--- config.mk ---
export PLATFORM = sky130hd
export DESIGN_NAME = vafr_regs
export DESIGN_NICKNAME = d
export VERILOG_FILES = /design/src/shared/vafr_pkg.sv /design/src/core/vafr_regs.sv
export VERILOG_INCLUDE_DIRS = /design/src /design/src/shared
export SDC_FILE = /design/constraint.sdc
export NUM_CORES = 1
export LEC_CHECK = 0
export ABC_CLOCK_PERIOD_IN_PS = 6040
export BUFFER_PORTS_ARGS = -buffer_cell sky130_fd_sc_hd__buf_2
export CAP_MARGIN = 0
export CORE_MARGIN = 4
export CORE_UTILIZATION = 35
export DETAILED_ROUTE_END_ITERATION = 8
export PLACE_DENSITY = 0.62
export RECOVER_POWER = 100
export SETUP_SLACK_MARGIN = 0.5
export SLEW_MARGIN = 20
export SYNTH_ARGS = -nofsm -noshare
export SYNTH_HDL_FRONTEND = slang
export SYNTH_SLANG_ARGS = --single-unit
--- constraint.sdc ---
create_clock -name SYS_CLK -period 6.04 [get_ports SYS_CLK]
set_input_delay 1.208 -clock SYS_CLK [delete_from_list [all_inputs] [get_ports SYS_CLK]]
set_output_delay 1.208 -clock SYS_CLK [all_outputs]
set_load 0.05 [all_outputs]
--- src/shared/vafr_params.svh ---
// offsets, field positions and reset values of the video alpha / fifo request register slice
`ifndef VAFR_PARAMS_SVH
`define VAFR_PARAMS_SVH

`define VAFR_OFS_W3_SETUP      12'h08C
`define VAFR_OFS_FETCH_POS     12'h090
`define VAFR_OFS_ALPHA_RB      12'h094
`define VAFR_OFS_MODE_STAT     12'h400

`define VAFR_W3_LEVEL_LSB      0
`define VAFR_W3_STEP_LSB       8
`define VAFR_W3_STEP_SIGN      15
`define VAFR_W3_ON_BIT         16
`define VAFR_W3_RELOAD_BIT     17

`define VAFR_COL_LSB           16
`define VAFR_COL_MSB           27
`define VAFR_LINE_LSB          0
`define VAFR_LINE_MSB          10

`define VAFR_RB_W3_LSB         16
`define VAFR_RB_W2_LSB         8
`define VAFR_RB_W1_LSB         0

`define VAFR_UNDERFLOW_BIT     31
`define VAFR_OVERFLOW_BIT      30

`define VAFR_FETCH_POS_RESET   32'h001B0017
`define VAFR_W3_SETUP_RESET    32'h00000000
`define VAFR_ALPHA_MAX         8'hFF
`define VAFR_ALPHA_MIN         8'h00

`endif

--- src/shared/vafr_pkg.sv ---
// types shared by the video alpha / fifo request register slice
package vafr_pkg;
    typedef logic [7:0]  vafr_alpha_t;
    typedef logic [11:0] vafr_col_t;
    typedef logic [10:0] vafr_line_t;
    typedef logic [31:0] vafr_word_t;
endpackage

--- src/core/vafr_regs.sv ---
// register slice: window-3 alpha ramp, fifo fetch position, alpha readback, fifo flags
// Summary of operation
// (RL1) Each frame the signed window-3 step, sign in its top bit, is added to the window-3 alpha level.
// (RL2) Once the ramped level reaches 255 or 0 it stays there on later frames until a reload.
// (RL3) The 8-bit window-3 level in the low byte of the setup register is the blending alpha source.
// (RL4) Window-3 alpha is only in effect while the video window enable input is high.
// (RL5) Fetching from the video fifo starts at the pixel column held in the 12-bit start column field.
// (RL6) Software programs the start column as screen position plus line length minus sync stop, minus two.
// (RL7) Fetching from the video fifo starts on the line held in the 11-bit start line field.
// (RL8) Software programs the start line as screen line plus frame length minus sync stop line, plus one.
// (RL9) Software writes zero into the top four reserved bits of the fetch position register.
// (RL10) The read-only readback gives window 3, 2 and 1 alpha in bits 23:16, 15:8 and 7:0.
// (RL11) Bit 31 of the mode/status register is set on fifo underflow and stays set until cleared.
// (RL12) Writing one to the underflow flag clears it and writing zero leaves it.
// (RL13) Bit 30 of the mode/status register is set on fifo overflow and stays set until cleared.
// (RL14) The overflow flag stays set until a one is written to it; a zero has no effect.
// (RL15) Writing one to the reload strobe loads the programmed window-3 level at the next frame start.
// (RL16) Bit 16 of the setup register enables alpha window 3.
`include "vafr_params.svh"
`timescale 1ns/1ps
`default_nettype none

module vafr_regs
    import vafr_pkg::*;
(
    input  wire logic        SYS_CLK,
    input  wire logic        RST,
    input  wire logic [11:0] REG_ADDR,
    input  wire logic        REG_WR,
    input  wire logic        REG_RD,
    input  wire logic [31:0] REG_WDATA,
    output logic      [31:0] REG_RDATA,
    input  wire logic        FRAME_START,
    input  wire logic        VIDEO_WIN_EN,
    input  wire logic [11:0] H_POS,
    input  wire logic [10:0] V_POS,
    input  wire logic [7:0]  ALPHA_W1_LEVEL,
    input  wire logic [7:0]  ALPHA_W2_LEVEL,
    input  wire logic        FIFO_UNDERFLOW,
    input  wire logic        FIFO_OVERFLOW,
    output logic      [7:0]  ALPHA_W3,
    output logic             ALPHA_W3_ACTIVE,
    output logic             FIFO_FETCH_GO
);

    // saturating signed add; second result says a limit was hit
    function automatic logic [8:0] ramp_step(input vafr_alpha_t lvl, input logic [7:0] stp);
        logic [9:0] sum;
        sum = {2'b00, lvl} + {{2{stp[7]}}, stp};
        if (sum[9])
            ramp_step = {1'b1, `VAFR_ALPHA_MIN};
        else if (sum[8])
            ramp_step = {1'b1, `VAFR_ALPHA_MAX};
        else
            ramp_step = {(sum[7:0] == `VAFR_ALPHA_MAX) || (sum[7:0] == `VAFR_ALPHA_MIN), sum[7:0]};
    endfunction

    function automatic logic is_wr(input logic [11:0] a, input logic [11:0] ofs, input logic w);
        is_wr = w && (a == ofs);
    endfunction

    vafr_alpha_t prog_level_reg, prog_level_next;
    logic [7:0]  step_reg,       step_next;
    logic        w3_on_reg,      w3_on_next;
    logic        reload_reg,     reload_next;
    vafr_alpha_t cur_level_reg,  cur_level_next;
    logic        held_reg,       held_next;
    vafr_col_t   col_reg,        col_next;
    vafr_line_t  line_reg,       line_next;
    logic        under_reg,      under_next;
    logic        over_reg,       over_next;
    logic        go_reg,         go_next;
    vafr_word_t  rdata_reg,      rdata_next;
    logic [8:0]  ramp;

    // setup register writes and the per-frame ramp
    always_comb
    begin
        prog_level_next = prog_level_reg;
        step_next       = step_reg;
        w3_on_next      = w3_on_reg;
        reload_next     = reload_reg;
        cur_level_next  = cur_level_reg;
        held_next       = held_reg;
        ramp            = ramp_step(cur_level_reg, step_reg);  // [RL1]
        if (FRAME_START)
        begin
            if (reload_reg)
            begin
                cur_level_next = prog_level_reg;              // [RL15]
                held_next      = 1'b0;
                reload_next    = 1'b0;
            end
            else if (!held_reg)
            begin
                cur_level_next = ramp[7:0];                   // [RL1]
                held_next      = ramp[8];                     // [RL2]
            end
        end
        // a strobe in the frame-start cycle waits for the next frame
        if (is_wr(REG_ADDR, `VAFR_OFS_W3_SETUP, REG_WR))
        begin
            prog_level_next = REG_WDATA[`VAFR_W3_LEVEL_LSB +: 8];   // [RL3]
            step_next       = REG_WDATA[`VAFR_W3_STEP_LSB +: 8];
            w3_on_next      = REG_WDATA[`VAFR_W3_ON_BIT];           // [RL16]
            if (REG_WDATA[`VAFR_W3_RELOAD_BIT])
                reload_next = 1'b1;                                 // [RL15]
        end
    end

    // fetch position, flags, fetch trigger and read data
    always_comb
    begin
        col_next   = col_reg;
        line_next  = line_reg;
        under_next = under_reg;
        over_next  = over_reg;
        rdata_next = rdata_reg;
        if (is_wr(REG_ADDR, `VAFR_OFS_FETCH_POS, REG_WR))
        begin
            // reserved bits are dropped, so they read zero whatever is written
            col_next  = REG_WDATA[`VAFR_COL_MSB:`VAFR_COL_LSB];      // [RL5] [RL9]
            line_next = REG_WDATA[`VAFR_LINE_MSB:`VAFR_LINE_LSB];    // [RL7]
        end
        if (is_wr(REG_ADDR, `VAFR_OFS_MODE_STAT, REG_WR))
        begin
            if (REG_WDATA[`VAFR_UNDERFLOW_BIT])
                under_next = 1'b0;                                   // [RL12]
            if (REG_WDATA[`VAFR_OVERFLOW_BIT])
                over_next = 1'b0;                                    // [RL14]
        end
        // set after clear so a same-cycle event survives
        if (FIFO_UNDERFLOW)
            under_next = 1'b1;                                       // [RL11]
        if (FIFO_OVERFLOW)
            over_next = 1'b1;                                        // [RL13]
        // position is software's job; this only compares
        go_next = (H_POS == col_reg) && (V_POS == line_reg);         // [RL5] [RL6] [RL7] [RL8]
        if (REG_RD)
        begin
            if (REG_ADDR == `VAFR_OFS_W3_SETUP)
                rdata_next = {15'h0000, w3_on_reg, step_reg, prog_level_reg};
            else if (REG_ADDR == `VAFR_OFS_FETCH_POS)
                rdata_next = {4'h0, col_reg, 5'h00, line_reg};
            else if (REG_ADDR == `VAFR_OFS_ALPHA_RB)
                rdata_next = {8'h00, cur_level_reg, ALPHA_W2_LEVEL, ALPHA_W1_LEVEL};  // [RL10]
            else if (REG_ADDR == `VAFR_OFS_MODE_STAT)
                rdata_next = {under_reg, over_reg, 30'h00000000};
            else
                rdata_next = 32'h00000000;
        end
    end

    // state registers, synchronous reset
    always_ff @(posedge SYS_CLK)
    begin
        if (RST)
        begin
            prog_level_reg <= 8'h00;
            step_reg       <= 8'h00;
            w3_on_reg      <= 1'b0;
            reload_reg     <= 1'b0;
            cur_level_reg  <= 8'h00;
            held_reg       <= 1'b0;
            col_reg        <= 12'h01B;
            line_reg       <= 11'h017;
            under_reg      <= 1'b0;
            over_reg       <= 1'b0;
            go_reg         <= 1'b0;
            rdata_reg      <= 32'h00000000;
        end
        else
        begin
            prog_level_reg <= prog_level_next;
            step_reg       <= step_next;
            w3_on_reg      <= w3_on_next;
            reload_reg     <= reload_next;
            cur_level_reg  <= cur_level_next;
            held_reg       <= held_next;
            col_reg        <= col_next;
            line_reg       <= line_next;
            under_reg      <= under_next;
            over_reg       <= over_next;
            go_reg         <= go_next;
            rdata_reg      <= rdata_next;
        end
    end

    assign REG_RDATA       = rdata_reg;
    assign ALPHA_W3        = cur_level_reg;                          // [RL3]
    assign ALPHA_W3_ACTIVE = w3_on_reg && VIDEO_WIN_EN;              // [RL4] [RL16]
    assign FIFO_FETCH_GO   = go_reg;
endmodule

`default_nettype wire

; ---- Word-level counts from Yosys, hierarchy flattened
; Cells that the tools add are included.
[totals]
mem_bits_ro = 0
ram_bits = 0
mem_count = 0
register_bits = 85
latchBits = 0
output_inout_bits = 42
[classes]
mul = 0
n_reduce_logical = 14
order_cmp = 0
shift = 0
n_addsub = 1
eq_ne = 8
muxes = 19
div_mod_pow = 0
bitwise_logic = 0
[op_table]
columns = op, count
row1 = $mux 32, 4
row2 = $eq 12x8->1 const B, 3
row3 = $mux 9, 2
row4 = $mux 8, 2
row5 = $eq 12x11->1 const B, 1
row6 = $eq 12x12->1, 1
row7 = $eq 11x11->1, 1
row8 = $mux 1, 11
row9 = $add 9x8->10, 1
row10 = $eq 8x8->1 const B, 1
row11 = $logic_not 8->1, 1
row12 = $reduce_bool 2->1, 4
row13 = $reduce_and 2->1, 3
row14 = $logic_and 1x1->1, 5
row15 = $ne 2x2->1 const B, 1
row16 = $logic_or 1x1->1, 1

; ---- Depth between registers and ports, before layout
[logic_depth]
word_depth = 7
depth_mapped = 8
mapped_depth_nobuf = 8

; ---- Least setup slack after synthesis
; Ideal clock, no wire load.
[synth_timing]
path_type = in2out
start = input port VIDEO_WIN_EN
end = output port ALPHA_W3_ACTIVE
required_ns = 4.832
arrival_time_ns = 1.620
path_slack_ns = 3.212
path_buffers = 0
path_stages = 1
cell_sequence = and2_1
[synth_between]
elab_chain_cells = 1
[synth_rtl]
columns = item, line_no
row1 = "start, declared", vafr_regs.sv:34  ; input wire logic VIDEO_WIN_EN,
row2 = $logic_and 1x1->1, vafr_regs.sv:191  ; assign ALPHA_W3_ACTIVE = w3_on_reg && VIDEO_WIN_EN;
row3 = "end, declared", vafr_regs.sv:42  ; output logic ALPHA_W3_ACTIVE,
; No other way between the ends.

==> impl_metrics.yaml <==
run_status:
  status: "finished with violations"
  violations: "max-capacitance violations, max-slew violations"
detailed_routing:
  ant_nets: 0
  dr.pass1.iters: 6
  num_vias: 3914
  drc: 0
  via_per_inst: 5.354
  drt-initial-drc-count: 352
  wl_um: 12800
  post_drt_wl_per_cell_um: 17.51
sta:
  period_minus_slack_ns: 4.063
  setup_slack_ns: 1.977
  fmax_mhz: 246.1
  relSlewSlack_pct: -139.7
  worst_slew_pin_slew_ns: 3.596
  final.setup.tns_ns: 0
  setup_viol: 0
  finalHoldViolCount: 0
  skew_ns: 0.006923
  maxSlewViolCount: 84
  fin_crit_sh_pct: 67.27
  rsz0062_at_grt: "false"
final_layout:
  insertedDiodeCount: 0
  largest_reg_flops: 30
  drive_gt1_share_pct: 18.44
  final-instance-count-excl-fill: 731
  n_fill_cell: 1132
  num-nets-final: 687
  syn2layout_area_growth_pct: 23.19
yosys:
  synthesis.area_um2: 3983
  synthCells: 479
  synth_top_area_share_pct: 41.72
  synth.distinct_cells: 48
  yosysWarningCount: 0
  synth-main-ff-cell: "dfxtp_1"
  avgSynthCellArea_um2: 8.314
  yosysTopAreaCell: "dfxtp_1"
  synth_seq_area_share_pct: 41.72
  async_flop_share_pct: 0
  ys_top_cells_by_area: "dfxtp_1 (42%), nand2_1 (8.8%), xor2_1 (5.5%), a21oi_1 (5.0%), a211oi_1 (4.9%)"
  synth_edf_count: 0
  synth-seq-cells: 83
critical_path:
  cp.arrival_ns: 4.29
  cp_max_fo: 83
  reg2reg_from: "ALPHA_W3[0]"
  start_kind: "input port"
  crit_start: "RST"
  critPathKind: "input port to flop"
  required_ns: 6.27
  endpoint_kind: "flop"
floorplan:
  start_util_pct: 36.26
  rows: 38
  core_um2: 10980
  die_area_um2: 13150
  chipWidth_um: 114.7
  io_pins: 133
  die_h_um: 114.7
grt:
  grt-ovfl-total: 0
  grt.total_usage_pct: 19.20
  grt_pass1_wl_um: 19640
  grt_pass1_vias: 3763
  antenna_found_initial: 0
  grt_max_degree: 84
clocking:
  ctsResizeCount: 0
  tritoncts: "built"
  cts_made_buffers: 9
  path_clk_slew_ns: 0.06
  clock_sinks: 83
  cts.path.max_buffers: 2
  cts_root_buffer: "clkbuf_16"
  clock_latency_ns: 0.33
  htreeDepth: 3
  post_cts_buffers: 0
  hold_buffers: 0
place:
  placedCellCount: 715
  portBuffers: 128
  post-place-ws_ns: 2.332
  gp_congestion: 0.8556
  dp_hpwl_um: 9573
pwr:
  ir_drop_v: 0.0001459
  power_w: 0.001270
  cellLeakagePower_nw: 1.878
  cellPowerDensity_nw_per_um2: 258.8
hold_path:
  min_path_type: "flop to flop"
  min-delay-start: "step_reg[2]"
job:
  cap_violations: 1
metrics by stage:
stage,util [%],area [um^2],hold WS [ns]
final,44.67,4906,0.4750
after global routing,44.67,4906,0.4996
after CTS,45.14,4957,0.4707
after detailed placement,42.52,4669,0.4584
after global placement,42.52,4669,0.4578
after floorplan,-,3986,0.4398
final cells by class:
type	count	area [um^2]	share of cell area, %
Inverter	2	7.507	0.1530
Clock inverter	4	51.30	1.046
Sequential cell	83	1662	33.87
Tap cell	140	175.2	3.571
Timing Repair Buffer	131	608.1	12.39
Multi-Input combinational cell	359	2166	44.15
Clock buffer	12	236.5	4.820
power breakdown:
group          switching [W]  total, W  leakage, nW  internal (W)
clock network       0.000216  0.000537        0.137      0.000321
logic               0.000108  0.000160         1.07     0.0000522
registers          0.0000117  0.000573        0.675      0.000562
critical path: stages:
cell	delay, ns
buf_2	0.07
clkbuf_1	2.53
or4_1	0.40
nor3_1	0.06
cell families after synthesis:
group                      synth area share, %
xor gates and xnor gates                 6.378
and+or+nand+nor                          22.53
AOI/OAI and AO/OA                        21.62
DFF                                      41.72
muxes                                   0.2513
other                                  0.09416
buffers and inverters                    4.084
adders and majority gates                3.330
synthesized netlist by cell type (8+ instances only):
master,n
a211oi_1,26
a311oi_1,9
a21oi_1,40
nand3b_1,8
nand3_1,11
dfxtp_1,83
a22oi_1,12
nand2_1,93
clkbuf_1,24
buf_2,9
ha_1,9
xor2_1,25
nor2_1,42
nand2b_1,9
a222oi_1,12
placed cells by master, fill, tap and decap left out, types with 8 or more instances in the layout:
cell type / count
nand2_1: 93
buf_2: 87
dfxtp_1: 83
clkbuf_1: 45
nor2_1: 42
a21oi_1: 40
a211oi_1: 26
xor2_1: 25
a22oi_1: 12
a222oi_1: 12
nand3_1: 11
nand2b_1: 9
a311oi_1: 9
ha_1: 9
clkbuf_16: 9
nand3b_1: 8
metal layers:
metal	vias to the layer above	track usage, %	routed length, um
li1	1935	-	-
met2	127	31.20	6017
met4	0	5.542	176
met3	15	3.753	898
met5	-	0	0
met1	1837	25.85	5711
worst paths after layout:
check / endpoint / slack (ns) / cells past startpoint
min: step_reg[2] / 0.47 / 2
min reg2reg: step_reg[2] / 0.47 / 2
max: FIFO_FETCH_GO / 1.98 / 4
max reg2reg: ALPHA_W3[4] / 3.23 / 8
Power figures use the tool's default switching activity.
